## src/slcc_defs.svh

```systemverilog
// Constants for the synthesizer loop and calibration configuration bank.
// Assumes a 50 MHz always-on clock and a 32-bit classic Wishbone port.
// Function
// Narrow-bandwidth bit of A at one drives A into 200 Hz jitter-cleaner bandwidth.
// Narrow-bandwidth bit of A resets to zero, giving normal clock-generator bandwidth.
// Software pairs A's bandwidth choice with matching detector, pump and filter.
// Stretch bit of B at zero, its reset value, selects 200 ps pulse width.
// Stretch bit of B at one selects roughly 600 ps pulse width.
// Loop-filter order select of B resets to 0x3, second-order filter.
// Loop-filter order code 0x7 selects the third-order filter for B.
// Software never writes the reserved filter order codes 0x0-0x2, 0x4-0x6.
// Closed-loop wait code of B, reset 0, picks 30us/300us/30ms/300ms.
// Software uses closed-loop code 0x1 for bandwidth above 10 kHz.
// Software picks a longer closed-loop code below 1 kHz bandwidth.
// Jitter-cleaner operation should use closed-loop code 0x3, the longest wait.
// VCO wait code of B, reset 0x1, picks 20us/400us/8ms/200ms.
// Closed-loop wait is counted in cycles of the always-on clock.
// Reserved bits read zero and ignore writes.
// Each wait is a down-counter loaded on phase entry, ending at zero.
`ifndef SLCC_DEFS_SVH
`define SLCC_DEFS_SVH

`define SLCC_ADR_W       12
`define SLCC_IDX_W       10
`define SLCC_ADR_LSB     2
`define SLCC_DAT_W       32
`define SLCC_REG_W       8

// Register indices; byte address is four times the index
`define SLCC_IDX_A_CAL1  10'h078
`define SLCC_IDX_B_CTL2  10'h083
`define SLCC_IDX_B_CTL3  10'h084
`define SLCC_IDX_B_CAL0  10'h085
`define SLCC_IDX_CAL_CMD 10'h086
`define SLCC_IDX_CAL_STS 10'h087

`define SLCC_NBW_BIT     0
`define SLCC_STR_BIT     7
`define SLCC_FLT_MSB     2
`define SLCC_FLT_LSB     0
`define SLCC_CLW_MSB     3
`define SLCC_CLW_LSB     2
`define SLCC_VCW_MSB     1
`define SLCC_VCW_LSB     0
`define SLCC_START_BIT   0
`define SLCC_BUSY_BIT    0
`define SLCC_VPH_BIT     1
`define SLCC_CPH_BIT     2
`define SLCC_DONE_BIT    3

`define SLCC_RST_NBW     1'h0
`define SLCC_RST_STR     1'h0
`define SLCC_RST_FLT     3'h3
`define SLCC_FLT_THIRD   3'h7
`define SLCC_RST_CLW     2'h0
`define SLCC_RST_VCW     2'h1

`define SLCC_CLK_MHZ     50
`define SLCC_US_PER_MS   1000
`define SLCC_CNT_W       24

`define SLCC_VCO_T0_US   20
`define SLCC_VCO_T1_US   400
`define SLCC_VCO_T2_MS   8
`define SLCC_VCO_T3_MS   200
`define SLCC_CL_T0_US    30
`define SLCC_CL_T1_US    300
`define SLCC_CL_T2_MS    30
`define SLCC_CL_T3_MS    300

`define SLCC_VCO_C0 (`SLCC_VCO_T0_US * `SLCC_CLK_MHZ)
`define SLCC_VCO_C1 (`SLCC_VCO_T1_US * `SLCC_CLK_MHZ)
`define SLCC_VCO_C2 (`SLCC_VCO_T2_MS * `SLCC_US_PER_MS * `SLCC_CLK_MHZ)
`define SLCC_VCO_C3 (`SLCC_VCO_T3_MS * `SLCC_US_PER_MS * `SLCC_CLK_MHZ)
`define SLCC_CL_C0  (`SLCC_CL_T0_US * `SLCC_CLK_MHZ)
`define SLCC_CL_C1  (`SLCC_CL_T1_US * `SLCC_CLK_MHZ)
`define SLCC_CL_C2  (`SLCC_CL_T2_MS * `SLCC_US_PER_MS * `SLCC_CLK_MHZ)
`define SLCC_CL_C3  (`SLCC_CL_T3_MS * `SLCC_US_PER_MS * `SLCC_CLK_MHZ)

`endif

```

## src/slcc_pkg.sv

```systemverilog
// Types shared by the configuration bank and its settle timer.
// Assumes slcc_defs.svh is on the include path.
`include "slcc_defs.svh"

package slcc_pkg;

    typedef struct packed {
        logic       narrow_bw_select_a;
        logic       pfd_pulse_stretch_b;
        logic [2:0] loop_filter_order_sel_b;
        logic [1:0] closed_loop_settle_sel_b;
        logic [1:0] vco_settle_sel_b;
    } slcc_cfg_t;

    typedef enum logic [1:0] {
        SLCC_IDLE,
        SLCC_VCO_SETTLE,
        SLCC_CL_SETTLE
    } slcc_state_t;

    typedef logic [`SLCC_CNT_W-1:0] slcc_cnt_t;

endpackage : slcc_pkg

```

## src/slcc_settle_timer.sv

```systemverilog
// Down-counter that times one settling phase.
// Assumes the owner pulses load on phase entry and watches zero.
`timescale 1ns/100ps

module slcc_settle_timer (
    input  wire logic               clk_i,
    input  wire logic               rst_i,
    input  wire logic               load_i,
    input  wire slcc_pkg::slcc_cnt_t load_val_i,
    output slcc_pkg::slcc_cnt_t     count_o,
    output logic                    zero_o
);

    slcc_pkg::slcc_cnt_t cnt;

    always_ff @(posedge clk_i or posedge rst_i) begin
        if (rst_i) begin
            cnt <= '0;
        end else if (load_i) begin
            cnt <= load_val_i;
        end else if (cnt != '0) begin
            cnt <= cnt - 1'b1;
        end
    end

    assign count_o = cnt;
    assign zero_o  = (cnt == '0);

endmodule : slcc_settle_timer

```

## src/slcc_regs.sv

```systemverilog
// Configuration bank for synthesizers A and B with B's settle sequencer.
// Assumes a classic Wishbone master and the always-on system clock.
`timescale 1ns/100ps
`include "slcc_defs.svh"

module slcc_regs #(
    parameter slcc_pkg::slcc_cnt_t VCO_CYC1 = `SLCC_CNT_W'(`SLCC_VCO_C1),
    parameter slcc_pkg::slcc_cnt_t VCO_CYC2 = `SLCC_CNT_W'(`SLCC_VCO_C2),
    parameter slcc_pkg::slcc_cnt_t VCO_CYC3 = `SLCC_CNT_W'(`SLCC_VCO_C3),
    parameter slcc_pkg::slcc_cnt_t CL_CYC1  = `SLCC_CNT_W'(`SLCC_CL_C1),
    parameter slcc_pkg::slcc_cnt_t CL_CYC2  = `SLCC_CNT_W'(`SLCC_CL_C2),
    parameter slcc_pkg::slcc_cnt_t CL_CYC3  = `SLCC_CNT_W'(`SLCC_CL_C3)
) (
    input  wire logic                   SYS_CLK_I,
    input  wire logic                   SYS_RST_I,
    input  wire logic                   WB_CYC_I,
    input  wire logic                   WB_STB_I,
    input  wire logic                   WB_WE_I,
    input  wire logic [`SLCC_ADR_W-1:0] WB_ADR_I,
    input  wire logic [3:0]             WB_SEL_I,
    input  wire logic [`SLCC_DAT_W-1:0] WB_DAT_I,
    output logic      [`SLCC_DAT_W-1:0] WB_DAT_O,
    output logic                        WB_ACK_O,
    output logic                        NARROW_BW_A_O,
    output logic                        PFD_STRETCH_B_O,
    output logic      [2:0]             LOOP_FILTER_ORDER_B_O,
    output logic                        CAL_BUSY_O,
    output logic                        VCO_SETTLE_O,
    output logic                        CL_SETTLE_O
);

    localparam slcc_pkg::slcc_cnt_t VCO_CYC0 = `SLCC_CNT_W'(`SLCC_VCO_C0);
    localparam slcc_pkg::slcc_cnt_t CL_CYC0  = `SLCC_CNT_W'(`SLCC_CL_C0);

    slcc_pkg::slcc_cfg_t   cfg;
    slcc_pkg::slcc_state_t state;
    slcc_pkg::slcc_state_t next_state;
    slcc_pkg::slcc_cnt_t   tmr_count;
    slcc_pkg::slcc_cnt_t   tmr_load_val;
    logic                  tmr_zero;
    logic                  tmr_load;
    logic                  ack;
    logic                  done;
    logic                  wb_req;
    logic                  wb_wr;
    logic                  lane0_wr;
    logic                  start_req;
    logic [`SLCC_REG_W-1:0] rd_byte;

    function automatic logic hit(input logic [`SLCC_ADR_W-1:0] adr,
                                 input logic [`SLCC_IDX_W-1:0] idx);
        hit = (adr[`SLCC_ADR_W-1:`SLCC_ADR_LSB] == idx) && (adr[`SLCC_ADR_LSB-1:0] == '0);
    endfunction : hit

    // Code to cycle count, minus one so the phase lasts exactly the count
    function automatic slcc_pkg::slcc_cnt_t sel_count(
        input logic [1:0]          code,
        input slcc_pkg::slcc_cnt_t c0,
        input slcc_pkg::slcc_cnt_t c1,
        input slcc_pkg::slcc_cnt_t c2,
        input slcc_pkg::slcc_cnt_t c3);
        slcc_pkg::slcc_cnt_t c;
        case (code)
            2'h0:    c = c0;
            2'h1:    c = c1;
            2'h2:    c = c2;
            default: c = c3;
        endcase
        sel_count = c - 1'b1;
    endfunction : sel_count

    // Bus slave: one wait state, ack drops the cycle after it was given
    assign wb_req   = WB_CYC_I && WB_STB_I;
    assign wb_wr    = wb_req && WB_WE_I && ack;
    assign lane0_wr = wb_wr && WB_SEL_I[0];

    always_ff @(posedge SYS_CLK_I or posedge SYS_RST_I) begin
        if (SYS_RST_I) begin
            ack <= 1'b0;
        end else begin
            ack <= wb_req && !ack;
        end
    end

    assign WB_ACK_O = ack;

    // Configuration fields; reserved positions are simply not stored
    always_ff @(posedge SYS_CLK_I or posedge SYS_RST_I) begin
        if (SYS_RST_I) begin
            cfg.narrow_bw_select_a <= `SLCC_RST_NBW;
        end else if (lane0_wr && hit(WB_ADR_I, `SLCC_IDX_A_CAL1)) begin
            cfg.narrow_bw_select_a <= WB_DAT_I[`SLCC_NBW_BIT];
        end
    end

    always_ff @(posedge SYS_CLK_I or posedge SYS_RST_I) begin
        if (SYS_RST_I) begin
            cfg.pfd_pulse_stretch_b <= `SLCC_RST_STR;
        end else if (lane0_wr && hit(WB_ADR_I, `SLCC_IDX_B_CTL2)) begin
            cfg.pfd_pulse_stretch_b <= WB_DAT_I[`SLCC_STR_BIT];
        end
    end

    // Reserved codes are stored as written; the analogue side sees them raw
    always_ff @(posedge SYS_CLK_I or posedge SYS_RST_I) begin
        if (SYS_RST_I) begin
            cfg.loop_filter_order_sel_b <= `SLCC_RST_FLT;
        end else if (lane0_wr && hit(WB_ADR_I, `SLCC_IDX_B_CTL3)) begin
            cfg.loop_filter_order_sel_b <= WB_DAT_I[`SLCC_FLT_MSB:`SLCC_FLT_LSB];
        end
    end

    always_ff @(posedge SYS_CLK_I or posedge SYS_RST_I) begin
        if (SYS_RST_I) begin
            cfg.closed_loop_settle_sel_b <= `SLCC_RST_CLW;
            cfg.vco_settle_sel_b         <= `SLCC_RST_VCW;
        end else if (lane0_wr && hit(WB_ADR_I, `SLCC_IDX_B_CAL0)) begin
            cfg.closed_loop_settle_sel_b <= WB_DAT_I[`SLCC_CLW_MSB:`SLCC_CLW_LSB];
            cfg.vco_settle_sel_b         <= WB_DAT_I[`SLCC_VCW_MSB:`SLCC_VCW_LSB];
        end
    end

    assign NARROW_BW_A_O         = cfg.narrow_bw_select_a;
    assign PFD_STRETCH_B_O       = cfg.pfd_pulse_stretch_b;
    assign LOOP_FILTER_ORDER_B_O = cfg.loop_filter_order_sel_b;

    // Start while busy is dropped rather than restarting a long wait
    assign start_req = lane0_wr && hit(WB_ADR_I, `SLCC_IDX_CAL_CMD)
                       && WB_DAT_I[`SLCC_START_BIT] && (state == slcc_pkg::SLCC_IDLE);

    // Settle sequencer: VCO wait, then closed-loop wait
    always_comb begin
        next_state   = state;
        tmr_load     = 1'b0;
        tmr_load_val = '0;
        case (state)
            slcc_pkg::SLCC_IDLE: begin
                if (start_req) begin
                    next_state   = slcc_pkg::SLCC_VCO_SETTLE;
                    tmr_load     = 1'b1;
                    tmr_load_val = sel_count(cfg.vco_settle_sel_b,
                                             VCO_CYC0, VCO_CYC1, VCO_CYC2, VCO_CYC3);
                end
            end
            slcc_pkg::SLCC_VCO_SETTLE: begin
                if (tmr_zero) begin
                    next_state   = slcc_pkg::SLCC_CL_SETTLE;
                    tmr_load     = 1'b1;
                    tmr_load_val = sel_count(cfg.closed_loop_settle_sel_b,
                                             CL_CYC0, CL_CYC1, CL_CYC2, CL_CYC3);
                end
            end
            slcc_pkg::SLCC_CL_SETTLE: begin
                if (tmr_zero) begin
                    next_state = slcc_pkg::SLCC_IDLE;
                end
            end
            default: begin
                next_state = slcc_pkg::SLCC_IDLE;
            end
        endcase
    end

    always_ff @(posedge SYS_CLK_I or posedge SYS_RST_I) begin
        if (SYS_RST_I) begin
            state <= slcc_pkg::SLCC_IDLE;
        end else begin
            state <= next_state;
        end
    end

    // Sticky done; a new start clears it, and the two cannot coincide
    always_ff @(posedge SYS_CLK_I or posedge SYS_RST_I) begin
        if (SYS_RST_I) begin
            done <= 1'b0;
        end else if (state == slcc_pkg::SLCC_CL_SETTLE && tmr_zero) begin
            done <= 1'b1;
        end else if (start_req) begin
            done <= 1'b0;
        end
    end

    slcc_settle_timer u_timer (
        .clk_i      (SYS_CLK_I),
        .rst_i      (SYS_RST_I),
        .load_i     (tmr_load),
        .load_val_i (tmr_load_val),
        .count_o    (tmr_count),
        .zero_o     (tmr_zero)
    );

    // Phase flags taken from the next state, so pins come straight from flops
    always_ff @(posedge SYS_CLK_I or posedge SYS_RST_I) begin
        if (SYS_RST_I) begin
            CAL_BUSY_O   <= 1'b0;
            VCO_SETTLE_O <= 1'b0;
            CL_SETTLE_O  <= 1'b0;
        end else begin
            CAL_BUSY_O   <= (next_state != slcc_pkg::SLCC_IDLE);
            VCO_SETTLE_O <= (next_state == slcc_pkg::SLCC_VCO_SETTLE);
            CL_SETTLE_O  <= (next_state == slcc_pkg::SLCC_CL_SETTLE);
        end
    end

    // Read mux; unmapped words and reserved bits read zero
    always_comb begin
        rd_byte = '0;
        if (hit(WB_ADR_I, `SLCC_IDX_A_CAL1)) begin
            rd_byte[`SLCC_NBW_BIT] = cfg.narrow_bw_select_a;
        end else if (hit(WB_ADR_I, `SLCC_IDX_B_CTL2)) begin
            rd_byte[`SLCC_STR_BIT] = cfg.pfd_pulse_stretch_b;
        end else if (hit(WB_ADR_I, `SLCC_IDX_B_CTL3)) begin
            rd_byte[`SLCC_FLT_MSB:`SLCC_FLT_LSB] = cfg.loop_filter_order_sel_b;
        end else if (hit(WB_ADR_I, `SLCC_IDX_B_CAL0)) begin
            rd_byte[`SLCC_CLW_MSB:`SLCC_CLW_LSB] = cfg.closed_loop_settle_sel_b;
            rd_byte[`SLCC_VCW_MSB:`SLCC_VCW_LSB] = cfg.vco_settle_sel_b;
        end else if (hit(WB_ADR_I, `SLCC_IDX_CAL_STS)) begin
            rd_byte[`SLCC_BUSY_BIT] = CAL_BUSY_O;
            rd_byte[`SLCC_VPH_BIT]  = VCO_SETTLE_O;
            rd_byte[`SLCC_CPH_BIT]  = CL_SETTLE_O;
            rd_byte[`SLCC_DONE_BIT] = done;
        end
    end

    always_ff @(posedge SYS_CLK_I or posedge SYS_RST_I) begin
        if (SYS_RST_I) begin
            WB_DAT_O <= '0;
        end else if (wb_req && !WB_WE_I && !ack) begin
            WB_DAT_O <= {{(`SLCC_DAT_W-`SLCC_REG_W){1'b0}}, rd_byte};
        end else begin
            WB_DAT_O <= '0;
        end
    end

    logic [`SLCC_CNT_W-1:0] phase_len;
    slcc_pkg::slcc_cnt_t    vco_expect;
    slcc_pkg::slcc_cnt_t    cl_expect;
    slcc_pkg::slcc_cnt_t    load_len;

    assign vco_expect = sel_count(cfg.vco_settle_sel_b,
                                  VCO_CYC0, VCO_CYC1, VCO_CYC2, VCO_CYC3);
    assign cl_expect  = sel_count(cfg.closed_loop_settle_sel_b,
                                  CL_CYC0, CL_CYC1, CL_CYC2, CL_CYC3);

    always_ff @(posedge SYS_CLK_I or posedge SYS_RST_I) begin
        if (SYS_RST_I) begin
            phase_len <= '0;
            load_len  <= '0;
        end else if (tmr_load) begin
            phase_len <= '0;
            load_len  <= tmr_load_val;
        end else begin
            phase_len <= phase_len + 1'b1;
        end
    end
endmodule : slcc_regs

```

## config.mk

```make
export PLATFORM = sky130hd
export DESIGN_NAME = slcc_regs
export DESIGN_NICKNAME = d
export VERILOG_FILES = /design/src/slcc_pkg.sv /design/src/slcc_settle_timer.sv /design/src/slcc_regs.sv
export VERILOG_INCLUDE_DIRS = /design/src /design/src/src
export SDC_FILE = /design/constraint.sdc
export NUM_CORES = 1
export LEC_CHECK = 0
export ABC_AREA = 1
export BUFFER_PORTS_ARGS = -buffer_cell sky130_fd_sc_hd__buf_4
export CORE_UTILIZATION = 41
export DETAILED_ROUTE_END_ITERATION = 10
export GPL_TIMING_DRIVEN = 0
export MAX_ROUTING_LAYER = met4
export PLACE_DENSITY = 0.67
export SLEW_MARGIN = 25
export SYNTH_ARGS = -nofsm -noshare
export SYNTH_HDL_FRONTEND = slang
export SYNTH_SLANG_ARGS = --single-unit
```

## constraint.sdc

```tcl
create_clock -name SYS_CLK_I -period 4 [get_ports SYS_CLK_I]
set_input_delay 0.8 -clock SYS_CLK_I [delete_from_list [all_inputs] [get_ports SYS_CLK_I]]
set_output_delay 0.8 -clock SYS_CLK_I [all_outputs]
set_load 0.01 [all_outputs]
```

==> After elaboration in Yosys (flattened, before gate mapping) <==
Cells that the tools add are included.
W data, S select, Z words.
{ "op_classes": {"addsub": 3, "n_reduce_logical": 32, "n_mux": 30, "n_eq_ne": 14} }
{ "op_table": {"columns": ["operator", "count"], "rows": [
  ["$mux W24", 8],
  ["$pmux W24 S3", 2],
  ["$sub A24 B1 Y24 const B", 3],
  ["$eq A10 B8 Y1 const B", 5],
  ["$pmux W24 S2", 1],
  ["$logic_not A24 Y1", 1],
  ["$reduce_bool A24 Y1", 1],
  ["$logic_and A1 B1 Y1", 21],
  ["$mux W4", 3],
  ["$eq A10 B7 Y1 const B", 1],
  ["$eq A2 B1 Y1 const B", 4],
  ["$eq A2 B2 Y1 const B", 4],
  ["$logic_not A2 Y1", 4],
  ["$mux W1", 8],
  ["$mux W8", 1],
  ["$mux W2", 3],
  ["$mux W3", 2],
  ["$pmux W2 S3", 1],
  ["$reduce_bool A2 Y1", 3],
  ["$logic_not A1 Y1", 2],
  ["$pmux W1 S2", 1]
]} }
{ "totals": {"ff_bits": 72, "word_cells": 92, "in_bits": 53, "output_inout_bits": 41} }

==> Longest topological paths before layout <==
{ "depth": {"word_depth": 13, "mapped_depth": 13} }

==> Hierarchy <==
A second synthesis with hierarchy kept.
{ "hier_totals": {"cells_unflattened": 521, "hier_area_um2": 3530.9} }
{ "by_module_without_submodules": {"columns": ["mod", "cells_each", "area_per_inst_um2", "instances", "seq_area_each_um2"], "rows": [
  ["slcc_regs", 252, 1843.0, 1, 529.3],
  ["slcc_settle_timer", 269, 1687.9, 1, 600.6]
]} }

==> Worst setup path after synthesis <==
OpenSTA, ideal clock, no wires.
{ "synth_timing": {"path_kind": "input-to-reg", "start": "input port WB_ADR_I[11]", "end": "register u_timer.cnt[11] (netlist: u_timer.count_o[11])", "path_buffers": 1, "required_time_ns": 3.866, "setup_time_ns": 0.134, "stages": 9, "slack_ns": 2.100, "t_arrival_ns": 1.766, "path_cell_list": "nor2_1 -> nand3_1 -> nor2_1 -> nand2_1 -> nor2_4 -> nor2_2 -> buf_6 -> a21oi_2 -> nor2_1"} }
{ "synth_via": {"elab_chain_cells": 8} }
{ "synth_lines": {"columns": ["item", "line", "rtl"], "rows": [
  ["start: declaration", "slcc_regs.sv:19", "input wire logic [`SLCC_ADR_W-1:0] WB_ADR_I,"],
  ["$eq A10 B8 Y1 *", "slcc_regs.sv:52", "hit = (adr[`SLCC_ADR_W-1:`SLCC_ADR_LSB] == idx) && (adr[`SLCC_ADR_LSB-1:0] == '0);"],
  ["$logic_and A1 B1 Y1 *", "slcc_regs.sv:52", null],
  ["$logic_and A1 B1 Y1 * (3 in a row)", "slcc_regs.sv:128", "assign start_req = lane0_wr && hit(WB_ADR_I, `SLCC_IDX_CAL_CMD)"],
  ["$mux W24 or $mux W1 (tied branches)", "slcc_regs.sv:138", "if (start_req) begin"],
  ["$pmux W24 S2 or $pmux W1 S2 (tied branches)", "slcc_regs.sv:136", "case (state)"],
  ["$mux W24 or $reduce_bool A2 Y1 (tied branches)", null, null],
  ["end signal: assignment", "slcc_settle_timer.sv:20", "cnt <= load_val_i;"],
  ["end signal: assignment", "slcc_settle_timer.sv:22", "cnt <= cnt - 1'b1;"],
  ["end: declaration", "slcc_settle_timer.sv:14", "slcc_pkg::slcc_cnt_t cnt;"]
]} }
Every way passes the cells marked *; elsewhere a longest branch is shown, timed or not.
A chain may end at the register's enable or synchronous reset.

==> Worst setup path in the final report <==
{ "layout_timing": {"start": "register u_timer.cnt[1] (netlist: u_timer.count_o[1])", "end": "register u_timer.cnt[17] (netlist: u_timer.count_o[17])"} }
{ "layout_via": {"elab_chain_cells": 4} }
{ "layout_lines": {"columns": ["item"], "rows": [
  ["parallel branches: the longest is 4 deep, another holds $sub A24 B1 Y24"]
]} }
Several ways; the timed one is not identified. The select of a mux whose other input is x is not followed.

==> summary.md <==
| Metric | Value |
|---|---|
| Status | finished clean |
| Clock tree from TritonCTS | yes |
| Global-route wire length before repair | 13.6 mm |
| Clock share of power | 36.5% |
| Layout Skew | 0.00956 ns |
| Initial antenna violation count | 0 |
| Final Wtd Congestion | 0.934 |
| CP Capture Type | flip-flop |
| Worst min-delay path category | reg2reg |
| Part of the power in registers | 54.7% |
| Initial DRC count | 117 |
| Final slew viol count | 0 |
| Average cell area after synthesis | 7.32 sq um |
| # Post-CTS Setup Buffers | 0 |
| Leakage | 1.98 nW |
| Arrival @ worst endpoint | 2.17 ns |
| Netlist cell types | 36 |
| DP Wirelength | 6.39 mm |
| Largest net degree at the start of global routing | 26 |
| Fin crit share | 50.0% |
| Area growth, synth to finish | 18.0% |
| Cell Rows | 32 |
| Vias in the first global route | 2950 |
| Setup TNS | 0 ns |
| Routed len/inst | 12.7 microns |
| Overall power | 834 uW |
| ANT cells | 0 |
| Filler instances | 770 |
| # DRC | 0 |
| Register Area | 1130 sq um |
| PD cells | 210 nW/um^2 |
| Nets@finish | 598 |
| Share of cells above drive strength 1 | 23.2% |
| Final Hold Vio Count | 0 |
| Post-Synthesis Cell Area | 3360 sq um |
| Startpoint Class | flip-flop |
| CTS Hold Bufs | 0 |
| Worst-path fanout max | 7 |
| Die Ht | 92.5 microns |
| CTS root buf | clkbuf_8 |
| H-tree depth | 2 |
| Sw Share | 26.1% |
| CP Data Required Time | 4.18 ns |
| Final count of negative-setup-slack endpoints | 0 |
| TritonCTS Buffers | 5 |
| Routed Wire Length | 8.01 mm |
| # resized after CTS | 0 |
| Area of the multi-input gates | 1850 sq um |
| I/O pins | 94 |
| HP Start | WB_ACK_O |
| Number of synthesized flops with an enable pin | 0 |
| Asr flop ratio synth | 100% |
| Num Clock Sinks | 45 |
| Max-Cap Viols | 0 |
| Initial Util | 43.0% |
| Core ar. | 7810 sq um |
| Sequential share of the synthesized area | 33.6% |
| Die area | 8560 sq um |
| Clk slew on worst S/H paths | 0.10 ns |
| Clock Path Buffers | 2 |
| GRT Util Overall | 20.7% |
| Worst r2r src | u_timer.count_o[1] |
| Int Power | 616 uW |
| Pre-antenna DRT Iters | 4 |
| Die W | 92.5 microns |
| Crit path from | u_timer.count_o[1] |
| Crit path kind | reg2reg |
| Yosys warnings | 0 |
| Worst skew pair latency | 0.31 ns |
| Top_reg_cell synth | dfrtp_1 |
| Logic pwr share | 8.8% |
| Relative slew slack | 62.8% |
| Min Tclk post-route | 2.00 ns |
| Seq cells post-synth | 45 |
| Drt via density | 4.71 |
| Post-Syn Instances | 459 |
| Worst VDD drop | 0.126 mV |
| Switch Pwr | 218 uW |
| Via count | 2979 |
| RSZ-0062 raised after global routing | no |
| Port bufs | 36 |
| Max Clk Rate | 500 MHz |
| Slew @ Worst Pin | 0.555 ns |
| Min Hold Slack | 0.493 ns |
| Overflow after GRT | 0 |
| Antenna Nets Post-Route | 0 |
state kept, by name (all words and copies together), names as in the netlist:
register / flops
state: 2
VCO_SETTLE_O: 1
LOOP_FILTER_ORDER_B_O: 3
NARROW_BW_A_O: 1
u_timer.count_o: 24
PFD_STRETCH_B_O: 1
WB_ACK_O: 1
cfg: 4
CAL_BUSY_O: 1
CL_SETTLE_O: 1
WB_DAT_O: 5
done: 1
cells by family (layout without fill, tap and decap cells):
group	count (synthesis)	count (layout)	share of synthesized area (%)
DFF	45	45	33.6
other	1	27	0.112
AOI/OAI and AO/OA	50	50	8.60
and+or+nand+nor	240	240	33.2
xor gates and xnor gates	14	14	3.65
muxes	2	2	0.633
buffers and inverters	91	136	14.2
adders and majority gates	16	16	5.96
worst max-delay path: stages, from the launching register on:
cell and delay (ns):
dfrtp_1 0.39, inv_1 0.07, ha_1 0.21, inv_1 0.06, nor2_1 0.03, nand2_1 0.09, nor2_4 0.05, nand4_1 0.19
nand2_1 0.21, nor3_2 0.47, a21oi_1 0.09
placed cells by master, fill, tap and decap left out, drive strengths merged, types with 4 or more instances in the layout:
master and instances:
nand2 95, nor2 87, buf 71, inv 57
dfrtp 42, nand3 37, conb 27, a21oi 23
o21ai 22, ha 16, xor2 9, nand4 9
xnor2 5, clkbuf 5, nor3 5, o211ai 4
power groups by stage:
stage	sequential (mW)	combinational [mW]	clock [mW]
finish	0.456	0.0738	0.304
detailed placement	0.465	0.0736	0
floorplan	0.465	0.0467	0
CTS	0.456	0.0736	0.308
global placement	0.465	0.0701	0
global route	0.456	0.0831	0.324
layer usage:
layer,vias to the layer above,GRT usage (%),part of all wire (%)
li1,1539,-,-
met1,1346,25.1,45
met2,82,35.4,49
met3,12,3.28,4.7
met4,0,6.64,1.4
met5,-,-,0
path summary, 6_finish.rpt:
path / end / slack, ns / cells past startpoint
max in group asynchronous: cfg[0] / 2.91 / 3
min in group asynchronous: LOOP_FILTER_ORDER_B_O[2] / 0.51 / 2
worst min register to register: WB_ACK_O / 0.49 / 1
worst max register to register: u_timer.count_o[17] / 2.00 / 10
worst max-delay path: u_timer.count_o[17] / 2.00 / 10
worst min-delay path: WB_ACK_O / 0.49 / 1
cells in the mapped netlist, types with 3 or more instances:
library cell / count / area (sq um)
nor3_1: 4 / 20.0
xor2_1: 9 / 78.8
ha_1: 16 / 200
nor2_2: 15 / 93.8
a21oi_2: 6 / 52.6
buf_6: 3 / 33.8
o21ai_0: 19 / 95.1
inv_1: 55 / 206
a21oi_1: 17 / 85.1
nor2_1: 65 / 244
o211ai_1: 4 / 30.0
nand4_1: 9 / 56.3
dfrtp_1: 42 / 1050
nand2_1: 90 / 338
nor2_4: 7 / 78.8
nand3_1: 35 / 175
xnor2_1: 5 / 43.8
dfstp_2: 3 / 78.8
buf_4: 30 / 225
nand2_2: 5 / 31.3
area by class of cell:
cell class / instances / share of cell area (%)
Clock buffer: 5 / 1.74
Sequential cell: 45 / 28.5
Buffer: 34 / 6.66
Clock inverter: 3 / 0.536
Inverter: 57 / 5.40
Multi-Input combinational cell: 349 / 46.6
Timing Repair Buffer: 37 / 7.32
Tap cell: 102 / 3.22
metrics by stage:
| stage | instance area (sq um) | instances | utilization (%) | worst slack, ns |
|---|---|---|---|---|
| floorplan | 3460 | 485 | - | 2.10 |
| global placement | 3850 | 623 | 49.4 | 1.48 |
| detailed placement | 3870 | 624 | 49.6 | 1.66 |
| CTS | 3970 | 632 | 50.8 | 1.96 |
| global route | 3970 | 632 | 50.8 | 1.77 |
| finish | 3970 | 632 | 50.8 | 2.00 |
Power figures use the tool's default switching activity.
